## config.mk

```make
export PLATFORM = sky130hd
export DESIGN_NAME = udc_counter
export DESIGN_NICKNAME = d
export VERILOG_FILES = /design/src/udc_pkg.sv /design/src/udc_counter.sv
export SDC_FILE = /design/constraint.sdc
export NUM_CORES = 1
export LEC_CHECK = 0
export ABC_AREA = 1
export BUFFER_PORTS_ARGS = -buffer_cell sky130_fd_sc_hd__buf_2
export CORE_UTILIZATION = 45
export CTS_CLUSTER_SIZE = 8
export DETAILED_ROUTE_END_ITERATION = 8
export GPL_TIMING_DRIVEN = 0
export PLACE_DENSITY = 0.66
export SETUP_SLACK_MARGIN = 0.5
export SLEW_MARGIN = 20
export SYNTH_ARGS = -nofsm -noshare
export SYNTH_HDL_FRONTEND = slang
export SYNTH_SLANG_ARGS = --single-unit
export TNS_END_PERCENT = 1
```

## constraint.sdc

```tcl
create_clock -name i_clk_sys -period 5.23 [get_ports i_clk_sys]
set_input_delay 1.046 -clock i_clk_sys [delete_from_list [all_inputs] [get_ports i_clk_sys]]
set_output_delay 1.046 -clock i_clk_sys [all_outputs]
set_load 0.05 [all_outputs]
```

## src/udc_pkg.sv

```systemverilog
// Purpose: Constants for the two-channel up/down counter/timer
// Assumes: Byte-wide register port, 20 MHz system clock
// Notes: Offsets are byte addresses on the register port
package udc_pkg;
  // ************************************************
  // Register offsets
  // ************************************************
  localparam logic [7:0] ADDR_COUNT_VALUE_CH0 = 8'h70;
  localparam logic [7:0] ADDR_COUNT_VALUE_CH1 = 8'h71;
  localparam logic [7:0] ADDR_RELOAD_COMPARE_CH0 = 8'h72;
  localparam logic [7:0] ADDR_RELOAD_COMPARE_CH1 = 8'h73;
  localparam logic [7:0] ADDR_COUNTER_STATE_CH0 = 8'h74;
  localparam logic [7:0] ADDR_COUNTER_CONTROL_LOW_CH0 = 8'h76;
  localparam logic [7:0] ADDR_COUNTER_CONTROL_HIGH_CH0 = 8'h77;
  localparam logic [7:0] ADDR_COUNTER_STATE_CH1 = 8'h78;
  localparam logic [7:0] ADDR_COUNTER_CONTROL_LOW_CH1 = 8'h7a;
  localparam logic [7:0] ADDR_COUNTER_CONTROL_HIGH_CH1 = 8'h7b;
  localparam logic [7:0] ADDR_IRQ_MASK = 8'h7c;
  localparam logic [7:0] ADDR_IRQ_STATUS = 8'h7d;
  // ************************************************
  // Counter state fields
  // ************************************************
  localparam int BIT_RUN = 7;
  localparam int BIT_CMP_IE = 6;
  localparam int BIT_UO_IE = 5;
  localparam int BIT_CMP_F = 4;
  localparam int BIT_OVF_F = 3;
  localparam int BIT_UDF_F = 2;
  localparam int BIT_DIR_HI = 1;
  localparam int BIT_DIR_LO = 0;
  // ************************************************
  // Control low fields
  // ************************************************
  localparam int BIT_CLR_ON_CMP = 5;
  localparam int BIT_RELOAD_EN = 4;
  localparam int BIT_GATE_SEL = 2;
  localparam int BIT_INDEX_EN = 0;
  // ************************************************
  // Control high fields
  // ************************************************
  localparam int BIT_M16 = 7;
  localparam int BIT_DIRCHG_F = 6;
  localparam int BIT_DIRCHG_IE = 5;
  localparam int BIT_CLK_SEL = 4;
  localparam int LSB_MODE = 2;
  localparam int LSB_EDGE = 0;
  // ************************************************
  // Interrupt status bits
  // ************************************************
  localparam int IRQ_CMP = 0;
  localparam int IRQ_UDF = 1;
  localparam int IRQ_OVF = 2;
  localparam int IRQ_DIR = 3;
  localparam int IRQ_PER_CH = 4;
  // ************************************************
  // Modes and reset values
  // ************************************************
  localparam logic [1:0] MODE_TIMER = 2'h0;
  localparam logic [1:0] MODE_UPDOWN = 2'h1;
  localparam logic [1:0] MODE_PHASE_X2 = 2'h2;
  localparam logic [1:0] MODE_PHASE_X8 = 2'h3;
  localparam logic [1:0] EDGE_NONE = 2'h0;
  localparam logic [1:0] EDGE_FALL = 2'h1;
  localparam logic [1:0] EDGE_RISE = 2'h2;
  localparam logic [1:0] EDGE_BOTH = 2'h3;
  localparam logic [7:0] RST_BYTE = 8'h00;
  localparam int CLK_DIV_FAST = 2;
  localparam int CLK_DIV_SLOW = 8;
  localparam logic [2:0] PRESCALE_RST = 3'h0;
endpackage : udc_pkg

```

## src/udc_counter.sv

```systemverilog
// Purpose: Two-channel 8-bit up/down counter/timer, cascadable to 16 bits
// Assumes: Pins synchronous to i_clk_sys; byte register port
// Notes: Channel 0 pins drive the 16-bit counter in cascade mode
//
// The address-and-strobe port was left to the implementer.
`timescale 1ns/100ps
module udc_counter
  import udc_pkg::*;
(
  input wire logic i_clk_sys, // System clock
  input wire logic i_reset, // Async reset, active high
  input wire logic [7:0] i_addr, // Register address
  input wire logic [7:0] i_wdata, // Write data
  input wire logic i_wr, // Write strobe
  input wire logic i_rd, // Read strobe
  output logic [7:0] o_rdata, // Read data, cycle after strobe
  input wire logic [1:0] i_up_pin, // Up count or phase A per channel
  input wire logic [1:0] i_down_pin, // Down count or phase B per channel
  input wire logic [1:0] i_index_gate_input, // Index or gate per channel
  output logic o_irq // Level interrupt
);
  import udc_pkg::*;

  // ************************************************
  // Shared state
  // ************************************************
  logic [2:0] prescale_ff;
  logic [7:0] rdata_ff;
  logic [7:0] irq_mask_ff;
  logic [7:0] irq_stat_ff;
  logic [7:0] nxt_irq_stat;
  logic [7:0] irq_events;
  logic [7:0] irq_clear;
  logic tick_fast;
  logic tick_slow;
  logic m16;
  logic [1:0] carry_out;
  logic [1:0] borrow_out;
  logic [7:0] cnt_rd [2];
  logic [7:0] rc_rd [2];
  logic [7:0] st_rd [2];
  logic [7:0] cl_rd [2];
  logic [7:0] ch_rd [2];

  // ************************************************
  // Prescaler
  // ************************************************
  // prescaler taps
  assign tick_fast = (prescale_ff[0] == 1'b1);
  assign tick_slow = (prescale_ff == 3'h7);

  always_ff @(posedge i_clk_sys or posedge i_reset) begin
    if (i_reset) begin
      prescale_ff <= PRESCALE_RST;
    end else begin
      prescale_ff <= prescale_ff + 3'h1;
    end
  end

  // ************************************************
  // Channels
  // ************************************************
  // two channels, identical except for cascade
  genvar g;
  generate
    for (g = 0; g < 2; g++) begin : g_ch
      logic [7:0] cnt_ff;
      logic [7:0] rc_ff;
      logic [7:0] st_ff;
      logic [7:0] cl_ff;
      logic [7:0] ch_ff;
      logic [2:0] pin_ff;
      logic pa;
      logic pb;
      logic pz;
      logic pa_prev;
      logic pb_prev;
      logic pz_prev;
      logic a_rise;
      logic a_fall;
      logic b_rise;
      logic b_fall;
      logic [1:0] mode;
      logic [1:0] edge_sel;
      logic casc;
      logic gated_off;
      logic index_clear;
      logic up_ev;
      logic dn_ev;
      logic step_up;
      logic step_dn;
      logic at_max;
      logic at_zero;
      logic cmp_hit;
      logic ovf;
      logic udf;
      logic dir_change;
      logic [7:0] nxt_cnt;
      logic [7:0] nxt_st;
      logic [7:0] nxt_ch;
      logic wr_cnt;
      logic wr_rc;
      logic wr_st;
      logic wr_cl;
      logic wr_ch;
      logic [7:0] cmp_val;
      logic [7:0] rel_val;
      logic cmp_next;
      logic hi_match;
      logic reload_now;
      logic clear_now;

      // ************************************************
      // Pin sampling and edges
      // ************************************************
      // channel 1 follows channel 0 pins in cascade
      assign casc = (g == 1) && m16;
      assign pa = i_up_pin[casc ? 0 : g];
      assign pb = i_down_pin[casc ? 0 : g];
      assign pz = i_index_gate_input[casc ? 0 : g];
      assign {pz_prev, pb_prev, pa_prev} = pin_ff;
      assign a_rise = pa & ~pa_prev;
      assign a_fall = ~pa & pa_prev;
      assign b_rise = pb & ~pb_prev;
      assign b_fall = ~pb & pb_prev;
      assign mode = ch_ff[LSB_MODE +: 2];
      assign edge_sel = ch_ff[LSB_EDGE +: 2];

      // gate function holds counting while index low
      assign gated_off = cl_ff[BIT_INDEX_EN] & cl_ff[BIT_GATE_SEL] & ~pz;
      assign index_clear = cl_ff[BIT_INDEX_EN] & ~cl_ff[BIT_GATE_SEL] & pz;

      // ************************************************
      // Count events
      // ************************************************
      // mode selection of count events
      always_comb begin
        up_ev = 1'b0;
        dn_ev = 1'b0;
        unique case (mode)
          MODE_TIMER: begin
            // timer counts down on prescaler tick
            dn_ev = ch_ff[BIT_CLK_SEL] ? tick_slow : tick_fast;
          end
          MODE_UPDOWN: begin
            // selected edges of up and down pins
            up_ev = ((edge_sel == EDGE_RISE) || (edge_sel == EDGE_BOTH)) & a_rise |
                    ((edge_sel == EDGE_FALL) || (edge_sel == EDGE_BOTH)) & a_fall;
            dn_ev = ((edge_sel == EDGE_RISE) || (edge_sel == EDGE_BOTH)) & b_rise |
                    ((edge_sel == EDGE_FALL) || (edge_sel == EDGE_BOTH)) & b_fall;
          end
          MODE_PHASE_X2: begin
            // count on A edges, direction from B
            up_ev = (a_rise & ~pb) | (a_fall & pb);
            dn_ev = (a_rise & pb) | (a_fall & ~pb);
          end
          MODE_PHASE_X8: begin
            // count on every A and B edge
            up_ev = (a_rise & ~pb) | (a_fall & pb) | (b_rise & pa) | (b_fall & ~pa);
            dn_ev = (a_rise & pb) | (a_fall & ~pb) | (b_rise & ~pa) | (b_fall & pa);
          end
        endcase
      end

      // high byte steps on low byte carry or borrow
      assign step_up = st_ff[BIT_RUN] & ~gated_off &
                       (casc ? carry_out[0] : (up_ev & ~dn_ev));
      assign step_dn = st_ff[BIT_RUN] & ~gated_off &
                       (casc ? borrow_out[0] : (dn_ev & ~up_ev));
      assign at_max = (cnt_ff == 8'hff);
      assign at_zero = (cnt_ff == 8'h00);
      assign ovf = step_up & at_max;
      assign udf = step_dn & at_zero;
      assign carry_out[g] = ovf;
      assign borrow_out[g] = udf;

      // ************************************************
      // Compare and reload
      // ************************************************
      assign cmp_val = rc_ff;
      assign rel_val = rc_ff;
      assign cmp_next = (cnt_ff + 8'h01 == cmp_val);
      // cascade compares the next 16-bit value
      assign hi_match = (g == 1) || !m16 ||
                        (g_ch[1].cnt_ff + {7'h00, carry_out[0]} == g_ch[1].rc_ff);
      // High byte never compares on its own in cascade
      assign cmp_hit = step_up & ~casc & cmp_next & hi_match;
      // cascade low byte reloads only on a 16-bit underflow
      assign reload_now = ((g == 0) && m16) ? (g_ch[1].udf & cl_ff[BIT_RELOAD_EN]) :
                          (udf & cl_ff[BIT_RELOAD_EN]);
      // cascade high byte clears on the 16-bit match
      assign clear_now = casc ? (g_ch[0].cmp_hit & cl_ff[BIT_CLR_ON_CMP]) :
                         (cmp_hit & cl_ff[BIT_CLR_ON_CMP]);
      assign dir_change = (step_up & st_ff[BIT_DIR_LO]) | (step_dn & st_ff[BIT_DIR_HI]);

      assign wr_cnt = i_wr && (i_addr == (g == 0 ? ADDR_COUNT_VALUE_CH0 : ADDR_COUNT_VALUE_CH1));
      assign wr_rc = i_wr && (i_addr == (g == 0 ? ADDR_RELOAD_COMPARE_CH0 : ADDR_RELOAD_COMPARE_CH1));
      assign wr_st = i_wr && (i_addr == (g == 0 ? ADDR_COUNTER_STATE_CH0 : ADDR_COUNTER_STATE_CH1));
      assign wr_cl = i_wr && (i_addr == (g == 0 ? ADDR_COUNTER_CONTROL_LOW_CH0 : ADDR_COUNTER_CONTROL_LOW_CH1));
      assign wr_ch = i_wr && (i_addr == (g == 0 ? ADDR_COUNTER_CONTROL_HIGH_CH0 : ADDR_COUNTER_CONTROL_HIGH_CH1));

      // ************************************************
      // Count value and state
      // ************************************************
      always_comb begin
        nxt_cnt = cnt_ff;
        if (index_clear) begin
          nxt_cnt = RST_BYTE;
        end else if (reload_now) begin
          nxt_cnt = rel_val;
        end else if (clear_now) begin
          nxt_cnt = RST_BYTE;
        end else if (step_up) begin
          nxt_cnt = cnt_ff + 8'h01;
        end else if (step_dn) begin
          nxt_cnt = cnt_ff - 8'h01;
        end
        if (wr_cnt) begin
          nxt_cnt = i_wdata;
        end
      end

      // State register: flags set win over software clear
      always_comb begin
        nxt_st = st_ff;
        if (wr_st) begin
          nxt_st[7:5] = i_wdata[7:5];
          nxt_st[4:2] = st_ff[4:2] & i_wdata[4:2];
        end
        nxt_st[BIT_CMP_F] = nxt_st[BIT_CMP_F] | cmp_hit;
        nxt_st[BIT_OVF_F] = nxt_st[BIT_OVF_F] | ovf;
        nxt_st[BIT_UDF_F] = nxt_st[BIT_UDF_F] | udf;
        if (step_up) begin
          nxt_st[1:0] = 2'h2;
        end else if (step_dn) begin
          nxt_st[1:0] = 2'h1;
        end
      end

      // Control high: direction flag set wins over clear
      always_comb begin
        nxt_ch = ch_ff;
        if (wr_ch) begin
          nxt_ch[BIT_M16] = i_wdata[BIT_M16];
          nxt_ch[BIT_DIRCHG_F] = ch_ff[BIT_DIRCHG_F] & i_wdata[BIT_DIRCHG_F];
          nxt_ch[5:0] = i_wdata[5:0];
        end
        nxt_ch[BIT_DIRCHG_F] = nxt_ch[BIT_DIRCHG_F] | dir_change;
        // Cascade enable exists on channel 0 only
        if (g == 1) begin
          nxt_ch[BIT_M16] = 1'b0;
        end
      end

      // ************************************************
      // Channel registers
      // ************************************************
      always_ff @(posedge i_clk_sys or posedge i_reset) begin
        if (i_reset) begin
          cnt_ff <= RST_BYTE;
          rc_ff <= RST_BYTE;
          st_ff <= RST_BYTE;
          cl_ff <= RST_BYTE;
          ch_ff <= RST_BYTE;
          pin_ff <= 3'h0;
        end else begin
          cnt_ff <= nxt_cnt;
          rc_ff <= wr_rc ? i_wdata : rc_ff;
          st_ff <= nxt_st;
          cl_ff <= wr_cl ? i_wdata : cl_ff;
          ch_ff <= nxt_ch;
          pin_ff <= {pz, pb, pa};
        end
      end

      // ************************************************
      // Interrupt events and read taps
      // ************************************************
      // interrupt enables; underflow and overflow share BIT_UO_IE
      assign irq_events[g*IRQ_PER_CH + IRQ_CMP] = cmp_hit & st_ff[BIT_CMP_IE];
      assign irq_events[g*IRQ_PER_CH + IRQ_UDF] = udf & st_ff[BIT_UO_IE];
      assign irq_events[g*IRQ_PER_CH + IRQ_OVF] = ovf & st_ff[BIT_UO_IE];
      assign irq_events[g*IRQ_PER_CH + IRQ_DIR] = dir_change & ch_ff[BIT_DIRCHG_IE];

      assign cnt_rd[g] = cnt_ff;
      assign rc_rd[g] = rc_ff;
      assign st_rd[g] = st_ff;
      assign cl_rd[g] = cl_ff;
      assign ch_rd[g] = ch_ff;
    end
  endgenerate

  // ************************************************
  // Cascade
  // ************************************************
  // cascade forms a 16-bit counter
  assign m16 = g_ch[0].ch_ff[BIT_M16];

  // ************************************************
  // Interrupt status and mask
  // ************************************************
  logic wr_irq_stat;
  logic wr_irq_mask;

  assign wr_irq_stat = i_wr && (i_addr == ADDR_IRQ_STATUS);
  assign wr_irq_mask = i_wr && (i_addr == ADDR_IRQ_MASK);
  // status is write one to clear, set wins
  assign irq_clear = wr_irq_stat ? i_wdata : 8'h00;
  assign nxt_irq_stat = (irq_stat_ff & ~irq_clear) | irq_events;
  assign o_irq = |(irq_stat_ff & irq_mask_ff);

  always_ff @(posedge i_clk_sys or posedge i_reset) begin
    if (i_reset) begin
      irq_stat_ff <= RST_BYTE;
      irq_mask_ff <= RST_BYTE;
    end else begin
      irq_stat_ff <= nxt_irq_stat;
      irq_mask_ff <= wr_irq_mask ? i_wdata : irq_mask_ff;
    end
  end

  // ************************************************
  // Read path
  // ************************************************
  logic [7:0] rd_mux;
  logic [7:0] rd_next;
  always_comb begin
    unique case (i_addr)
      ADDR_COUNT_VALUE_CH0: rd_mux = cnt_rd[0];
      ADDR_COUNT_VALUE_CH1: rd_mux = cnt_rd[1];
      ADDR_RELOAD_COMPARE_CH0: rd_mux = rc_rd[0];
      ADDR_RELOAD_COMPARE_CH1: rd_mux = rc_rd[1];
      ADDR_COUNTER_STATE_CH0: rd_mux = st_rd[0];
      ADDR_COUNTER_STATE_CH1: rd_mux = st_rd[1];
      ADDR_COUNTER_CONTROL_LOW_CH0: rd_mux = cl_rd[0];
      ADDR_COUNTER_CONTROL_LOW_CH1: rd_mux = cl_rd[1];
      ADDR_COUNTER_CONTROL_HIGH_CH0: rd_mux = ch_rd[0];
      ADDR_COUNTER_CONTROL_HIGH_CH1: rd_mux = ch_rd[1];
      ADDR_IRQ_MASK: rd_mux = irq_mask_ff;
      ADDR_IRQ_STATUS: rd_mux = irq_stat_ff;
      default: rd_mux = 8'h00;
    endcase
  end

  // Read data stands one cycle only
  assign rd_next = i_rd ? rd_mux : 8'h00;

  always_ff @(posedge i_clk_sys or posedge i_reset) begin
    if (i_reset) begin
      rdata_ff <= RST_BYTE;
    end else begin
      rdata_ff <= rd_next;
    end
  end
  assign o_rdata = rdata_ff;
endmodule : udc_counter

```

==> flow_summary.toml, run 1 <==
[run_status]
outcome = "complete, no violations"

[floorplan]
io_pins = 35
fp.coreArea_um2 = 15300
rows = 45
dieArea_um2 = 16300
die_x_um = 128
start_util_pct = 46.3
fp.dieH_um = 128

[setup_path]
crit_path_max_incr_delay_ns = 0.31
reg2reg_slack_ns = 0.99
start_kind = "input port"
startpoint = "i_up_pin[0]"
crit_type = "in2reg"
worstSetupEndpoint = "g_ch[1].cnt_ff[2]"
crit_arrival_ns = 4.55
crit_fanout = 10
reg2reg_depth = 24
end_kind = "flop"
crit_required_ns = 5.48
r2r-start = "prescale_ff[0]"
critPathSlowestCell = "nand3_1"
rr_endpoint = "g_ch[1].cnt_ff[2]"

[routing]
postRouteAntennaNets = 0
wl_per_cell_um = 17.8
routed_wl_mm = 21.9
wirelength_met1_mm = 9.68
drc = 0
top_layer = "met5"
dr_wl_met2_mm = 9.45
vias = 6896
met3_length_mm = 1.87
first_pass_iters = 6
drt-vias-per-instance = 5.60
drtIter0Drc = 979

[clocking]
cts.sinks = 110
cts_tree = "done"
root_buffer = "clkbuf_16"
cts_hold_buffers = 0
cts_buffers = 9
ctsResizeCount = 0
clk_pin_slew_ns = 0.08
clockBufferDepth = 2
insertion_delay_ns = 0.36
cts_htree_levels = 3
postCtsSetupBuffers = 0

[synth]
synth-edff-count = 0
seq_area_frac_synth_pct = 38.8
yosys_most_used_dff = "dfrtp_1"
synthCells = 972
yosysWarnings = 0
syn_avg_cell_area_um2 = 7.29
synth.area.top_cells = "dfrtp_1, nand2_1, inv_1"
ys_seq_elements = 110
synth.distinct_cells = 47
syn_nets = 1006
syn-cell-area_um2 = 7090
yosysTopAreaCellShare_pct = 38.8
ys_async_sr_fraction_pct = 100
synth_top_area_cell = "dfrtp_1"

[grt]
grt_pass1_wl_mm = 34.1
antenna_found_initial = 1
grt_max_degree = 77
grt_util_all_layers_pct = 28.0
grt_pass1_vias = 6173
grt-ovfl-total = 0

[placement]
dp_hpwl_mm = 16.6
gp_congestion = 1.02
dp_cells = 1216
port_buffers = 32

[finish]
diodes = 0
nets = 1050
final_common_cell = "nand2_1"
mostFrequentLayoutCells = "nand2_1, inv_1, dfrtp_1, o21ai_0, nand3_1"
syn_to_final_growth_pct = 11.1
stdcell_count = 1232
drive_gt1_share_pct = 12.2

[timing]
final.period_utilization_pct = 82.1
min_period_ns = 4.30
relSlewSlack_pct = 49.6
setup_viol = 0
finalHoldViolCount = 0
finClkSkew_ns = 0.0102
maxSlewViolCount = 0
rsz0062_at_grt = "false"
max_freq_mhz = 233
tightest_slew_ns = 0.750

[power]
pwr_density_cell_nw_per_um2 = 372
peakVddDrop_mv = 0.185
power.leakage_nw = 3.87
power_mw = 2.93

[run]
timing.max_cap.violations = 0

[min_path]
hp-class = "reg2reg"
synth_stat cells, types with 2 or more instances:
master,number
clkinv_1,2
clkbuf_1,8
inv_2,14
xnor2_1,10
nor2_4,3
ha_1,8
o22ai_1,19
nand3b_1,5
nor4_1,2
nand2_1,262
a31oi_1,2
a221oi_1,26
o211ai_1,3
dfrtp_1,110
o21ai_0,90
nand2_2,11
o21ai_1,2
o21ai_2,2
a21oi_2,6
a21oi_1,14
nand2_4,2
nand3_4,3
nor2_2,12
a22oi_1,2
nand3_2,4
nand3_1,69
or2_2,2
nor3_1,13
inv_1,121
nand4_1,22
xor2_1,26
buf_2,8
a22o_1,5
or2_0,2
nor2_1,68
buf_4,3
cell type report:
| type | instances | area, um^2 |
|---|---|---|
| Multi-Input combinational cell | 705 | 3710 |
| Tap cell | 211 | 264 |
| Clock buffer | 11 | 253 |
| Fill cell | 1571 | 7440 |
| Sequential cell | 110 | 2750 |
| Clock inverter | 5 | 75.1 |
| Buffer | 20 | 108 |
| Inverter | 137 | 519 |
| Timing Repair Buffer | 33 | 188 |
routing by layer:
metal,GRT usage [%],vias to the layer above
met5,0,-
met3,4.65,71
met1,39.8,3197
met4,13.2,2
met2,41.6,332
li1,-,3294
cells by family (layout without fill, tap and decap cells):
logic type	count (synthesis)	count (layout)	synth area share [%]
compound gates	177	177	15.4
simple gates	484	484	31.1
buf+inv	157	206	8.77
xor+xnor	36	36	4.45
fa+ha+maj	8	8	1.41
flops	110	110	38.8
worst min path at each step:
stage | startpoint | endpoint | cells after the start
after global routing | prescale_ff[2] | prescale_ff[2] | 1
after detailed placement | g_ch[0].st_ff[1] | g_ch[0].st_ff[1] | 2
after floorplan | prescale_ff[0] | prescale_ff[0] | 1
after CTS | g_ch[0].st_ff[1] | g_ch[0].st_ff[1] | 2
after global placement | prescale_ff[1] | prescale_ff[1] | 1
final | prescale_ff[1] | prescale_ff[1] | 1
registers in the layout, indices dropped and copies added (netlist names), 4 cells and up:
register,flops
g_ch.ch_ff,15
g_ch.pin_ff,4
irq_mask_ff,8
o_rdata,8
g_ch.cnt_ff,16
g_ch.cl_ff,16
g_ch.st_ff,16
g_ch.cmp_val,16
irq_stat_ff,8
worst max-delay path: cells and delay by family:
family	cells	cell delay (ns)
and+or+nand+nor	18	2.20
buffers and inverters	4	0.56
AOI/OAI and AO/OA	2	0.36
adders and majority gates	2	0.34
stage by stage:
step | hold slack [ns] | setup TNS, ns | setup WS [ns] | utilization [%] | area (um^2)
finish | 0.475 | 0 | 0.934 | 51.4 | 7870
global route | 0.491 | 0 | 0.654 | 51.4 | 7870
CTS | 0.477 | 0 | 0.993 | 51.4 | 7870
detailed placement | 0.459 | 0 | 0.616 | 49.3 | 7540
global placement | 0.456 | -16.76 | -0.163 | 49.1 | 7510
floorplan | 0.426 | 0 | 1.28 | - | 7090
power breakdown:
part           internal [mW]  switching (mW)
registers              0.951           0.122
clock network          0.409           0.343
logic                  0.408           0.699
(Power assumes the default switching activity.)
==> run 2, diff against run 1 <==
Settings changed: ABC_AREA 1 to 0, PLACE_DENSITY 0.66 to 0.68.
Clock period 5.23 ns to 3.5 ns, I/O delays scaled along.
==> flow_summary.toml, run 2 <==
[run_status]
outcome = "finished with violations"
violations = "setup timing"

[floorplan]
fp.dieH_um = 127
start_util_pct = 46.2
die_x_um = 127
dieArea_um2 = 16100
io_pins = 35
rows = 45
fp.coreArea_um2 = 15200

[clocking]
root_buffer = "clkbuf_16"
clockBufferDepth = 2
cts_buffers = 9
cts_tree = "done"
cts.sinks = 110
cts_hold_buffers = 0
clk_pin_slew_ns = 0.08
cts_htree_levels = 3
insertion_delay_ns = 0.36

[finish]
seq_area_um2 = 2750
multi_input_area_um2 = 4150
nets = 811
post-route-cell-area_um2 = 8040
mostFrequentLayoutCells = "dfrtp_1, nand2_1, mux2_2, o21ai_0, buf_2"
utilization_pct = 52.9
drive_gt1_share_pct = 22.9
syn_to_final_growth_pct = 14.4
nFillCells = 1409
diodes = 0
final_common_cell = "dfrtp_1"

[synth]
yosysTopAreaCellShare_pct = 39.2
synth.area.top_cells = "dfrtp_1, mux2_2, nand2_1"
yosysWarnings = 0
synthCells = 727
syn_nets = 761
syn-cell-area_um2 = 7030
syn_avg_cell_area_um2 = 9.67
ys_seq_elements = 110
ys_async_sr_fraction_pct = 100
synth.most_common_cell = "dfrtp_1"
synth.distinct_cells = 82
yosys_most_used_dff = "dfrtp_1"
synth_common_cells = "dfrtp_1, nand2_1, mux2_2, o21ai_0, nor2_1"
seq_area_frac_synth_pct = 39.2
synth_top_area_cell = "dfrtp_1"
synth-edff-count = 0

[timing]
tightest_slew_ns = 1.05
setup_viol = 18
final.period_utilization_pct = 126
layout_setup_ws_ns = -0.894
relSlewSlack_pct = 29.5
rsz0062_at_grt = "true"
max_freq_mhz = 228
finalSetupTns_ns = -12.46
maxSlewViolCount = 0
finClkSkew_ns = 0.00511
min_period_ns = 4.39
finalHoldViolCount = 0

[power]
power.leakage_nw = 3.45
peakVddDrop_mv = 0.233
pwr_density_cell_nw_per_um2 = 426

[grt]
grt-ovfl-total = 0
grt_pass1_vias = 6235
grt_pass1_wl_mm = 36.1
grt_util_all_layers_pct = 29.9
antenna_found_initial = 0
grt_max_degree = 74

[placement]
pre_cts_ws_ns = -1.43
port_buffers = 30
placed_area_um2 = 7540
dp_hpwl_mm = 16.9
gp_congestion = 0.928

[setup_path]
crit_type = "reg2reg"
crit_fanout = 8
crit_required_ns = 3.73
start_kind = "flop"
crit_arrival_ns = 4.62
end_kind = "flop"

[routing]
routed_wl_mm = 23.4
vias = 6493
drt-vias-per-instance = 6.69
postRouteAntennaNets = 0
first_pass_iters = 5
wl_per_cell_um = 24.1
drc = 0
drtIter0Drc = 799

[min_path]
hp-class = "in2async"

[run]
timing.max_cap.violations = 0
-- run 2: cells by family after synthesis --
family	count (synthesis)	share of synthesized area [%]
and+or+nand+nor	246	19.2
buffers and inverters	68	4.34
DFF	110	39.2
muxes	93	14.6
adders and majority gates	9	1.57
xor gates and xnor gates	24	2.99
AOI/OAI and AO/OA	177	18.2
-- run 2: timing repair --
action,CTS,global route
resized for setup,12,10
buffers inserted,8,0
pin swaps,15,7
gates cloned,0,0
setup endpoints to repair,31,31
-- run 2: critical path, cell delays in order (launching register included) --
cell and delay, ns:
dfrtp_1 0.39, ha_2 0.19, ha_4 0.17, mux2i_4 0.19, nor3_2 0.05, or4_4 0.42, or3_1 0.33, buf_6 0.13
buf_12 0.12, nor2_4 0.13, ha_4 0.19, a31oi_1 0.12, o21ai_1 0.23, a31oi_2 0.17, a2111oi_4 0.40, nand2_2 0.13
o41ai_4 0.26, a211oi_2 0.10, buf_6 0.16, a222oi_1 0.29, a31oi_1 0.09
-- run 2: routing by layer --
metal  vias to the layer above  track usage, %  part of all wire (%)
li1                       2847               -                     -
met1                      3259            40.2                    42
met2                       313            46.9                    46
met3                        74            4.98                   7.4
met4                         0            15.0                   4.4
met5                         -               0                     0
-- run 2: cell type report --
class                           instances  share of cell area [%]
Multi-Input combinational cell        549                    51.6
Clock buffer                           10                    2.97
Inverter                               19                   0.949
Clock inverter                          6                   0.934
Tap cell                              188                    2.93
Buffer                                 49                    3.39
Timing Repair Buffer                   39                    2.96
Sequential cell                       110                    34.2
-- run 2: path summary, 6_finish.rpt --
kind	end	from	slack, ns	cells past startpoint
worst max-delay path	g_ch[1].cnt_ff[1]	prescale_ff[0]	-0.89	20
worst min-delay path	irq_stat_ff[4]	i_reset	0.32	2
worst max register to register	g_ch[1].cnt_ff[1]	prescale_ff[0]	-0.89	20
worst min register to register	g_ch[0].cl_ff[1]	g_ch[0].cl_ff[1]	0.51	1
max in group asynchronous	g_ch[0].cnt_ff[6]	i_reset	2.51	3
min in group i_clk_sys	g_ch[0].cl_ff[1]	g_ch[0].cl_ff[1]	0.51	1
-- run 2: metrics by stage --
step	hold WS (ns)	power, mW	std cells
after global routing	0.351	3.56	970
after global placement	0.464	2.25	945
after floorplan	0.438	2.04	727
after detailed placement	0.482	2.28	946
after CTS	0.328	3.40	970
final	0.321	3.43	970
-- run 2: where the power goes --
| group | total [mW] | internal (mW) | switching (mW) |
|---|---|---|---|
| Sequential | 1.47 | 1.35 | 0.117 |
| Combinational | 0.849 | 0.332 | 0.517 |
| Clock | 1.11 | 0.589 | 0.520 |
| Total | 3.43 | 2.27 | 1.15 |
==> run 3, diff against run 2 <==
Settings changed: ABC_AREA 0 to 1, BUFFER_PORTS_ARGS -buffer_cell sky130_fd_sc_hd__buf_2 to unset, DONT_BUFFER_PORTS set to 1, PLACE_DENSITY 0.68 to 0.66.
==> flow_summary.toml, run 3 (synthesis gave the netlist of run 1 again) <==
[run_status]
outcome = "complete, no violations"

[power]
power.leakage_nw = 3.85
p_comb_share_pct = 39.6
swShare_pct = 40.2
peakVddDrop_mv = 0.299
pwr_density_cell_nw_per_um2 = 554
internal_power_mw = 2.68
p_switching_mw = 1.80
seqPwrFrac_pct = 36.1
power_mw = 4.48
pwr-share-clk_pct = 24.3

[clocking]
clk_pin_slew_ns = 0.08
cts_buffers = 9
cts_htree_levels = 3
cts_tree = "done"
clockBufferDepth = 2
root_buffer = "clkbuf_16"
insertion_delay_ns = 0.37
cts.sinks = 110

[routing]
drtIter0Drc = 865
first_pass_iters = 6
top_layer = "met4"
postRouteAntennaNets = 0
drc = 0
drt-vias-per-instance = 5.63
dr_wl_met2_mm = 10.1
wirelength_met1_mm = 10.2
met3_length_mm = 1.99
vias = 6880
routed_wl_mm = 23.3
wl_per_cell_um = 19.1

[timing]
max_freq_mhz = 291
final.period_utilization_pct = 98.0
rsz0062_at_grt = "true"
tightest_slew_ns = 0.895
min_period_ns = 3.43
finClkSkew_ns = 0.00996
layout_setup_ws_ns = 0.0693
finalHoldViolCount = 0
maxSlewViolCount = 0
setup_viol = 0
finalSetupTns_ns = 0
relSlewSlack_pct = 40.2
holdWs_ns = 0.166

[setup_path]
crit_arrival_ns = 3.69
crit_required_ns = 3.76
crit_fanout = 5
cpMostUsedCell = "nand3_4"
path_cells = "ha_2 -> ha_4 -> or2_1 -> a21oi_2 -> o21bai_4 -> nand3_4 -> inv_2 -> ha_4 -> ha_4 -> xor2_1 -> nor2_1 -> nand3_1 -> nor2_1 -> nand3_2 -> nand2_2 -> nand3_4 -> nand2_4 -> nand3_4 -> nand3_4 -> buf_8 -> o21ai_2 -> nor2_2 -> nor2_1"
crit_type = "reg2reg"
critPathSlowestCell = "dfrtp_1"
end_kind = "flop"
start_kind = "flop"
crit_path_max_incr_delay_ns = 0.39

[finish]
final_common_cell = "nand2_1"
nFillCells = 1514
mostFrequentLayoutCells = "nand2_1, inv_1, dfrtp_1, o21ai_0, nand3_1"
post-route-cell-area_um2 = 8100
drive_gt1_share_pct = 14.5
diodes = 0
syn_to_final_growth_pct = 14.2
nets = 1040

[grt]
grt_max_degree = 31
grt_pass1_vias = 6395
grt-ovfl-total = 0
grt_util_all_layers_pct = 30.0
grt_pass1_wl_mm = 36.5
antenna_found_initial = 0

[placement]
pre_cts_ws_ns = -0.718
gp_congestion = 0.985
port_buffers = 0
dp_hpwl_mm = 17.2
placed_area_um2 = 7440

[floorplan]
fp.dieH_um = 128
rows = 45
die_x_um = 128
io_pins = 35
start_util_pct = 46.3
fp.coreArea_um2 = 15300
dieArea_um2 = 16300

[min_path]
hp-class = "in2async"

[run]
timing.max_cap.violations = 0
run 3: cell types whose count changed in the layout (fill, tap and decap cells not counted), sizes merged, moves of 18 or more:
| cell | before | now |
|---|---|---|
| buf | 54 | 35 |
| nor2 | 35 | 84 |
| nand3 | 31 | 76 |
| o21ai | 44 | 94 |
| clkbuf | 44 | 18 |
| mux2i | 22 | 0 |
| nand2 | 77 | 275 |
| mux2 | 71 | 0 |
| a221oi | 8 | 26 |
| inv | 23 | 136 |
| a22oi | 26 | 2 |
run 3: metrics by stage:
stage	utilization, %	cells
2_1_floorplan	-	972
3_3_place_gp	48.0	1183
3_5_place_dp	48.6	1187
4_1_cts	52.3	1218
5_1_grt	52.9	1222
6_report	52.9	1222
run 3: worst paths after layout:
kind	cells past startpoint	to	slack, ns	from
setup / recovery	23	g_ch[1].cnt_ff[4]	0.07	prescale_ff[0]
hold / removal	1	irq_mask_ff[1]	0.17	i_reset
setup reg to reg	23	g_ch[1].cnt_ff[4]	0.07	prescale_ff[0]
hold reg to reg	1	prescale_ff[0]	0.48	prescale_ff[0]
max in group asynchronous	3	g_ch[1].cnt_ff[7]	2.67	i_reset
min in group i_clk_sys	0	g_ch[0].pin_ff[1]	0.35	i_down_pin[0]
run 3: cell type report:
| class | instances | area (um^2) | share of cell area (%) |
|---|---|---|---|
| well taps | 211 | 264 | 3.26 |
| clock buffers | 10 | 239 | 2.95 |
| inverters | 137 | 518 | 6.40 |
| multi-input cells | 705 | 3880 | 47.9 |
| clock inverters | 6 | 67.6 | 0.835 |
| repair buffers | 23 | 263 | 3.25 |
| plain buffers | 20 | 108 | 1.33 |
| flip-flops and latches | 110 | 2760 | 34.0 |
run 3: routing by layer:
layer	GRT usage, %	vias up
met5	0	-
met4	13.7	0
met3	6.37	64
met2	44.9	312
met1	41.6	3223
li1	-	3281
run 3: critical path, delay by kind of cell, from the launching register on:
kind	cells	cell delay, ns
DFF	1	0.39
adders and majority gates	4	0.67
and+or+nand+nor	13	1.54
AOI/OAI and AO/OA	3	0.39
buffers and inverters	2	0.22
xor gates and xnor gates	1	0.13
run 3: what timing repair did:
item	4_1_cts	5_1_grt
hold buffers	0	0
pin swaps	22	19
gates resized for setup	31	15
endpoints found under the setup margin	18	18
gates cloned	1	0
buffers inserted	14	4
run 3: power by group through the flow:
stage	clock, mW	combinational, mW	sequential [mW]
6_report	1.09	1.77	1.62
5_1_grt	1.16	1.96	1.63
4_1_cts	1.11	1.67	1.61
3_5_place_dp	0	1.61	1.63
3_3_place_gp	0	1.59	1.63
2_1_floorplan	0	1.30	1.56
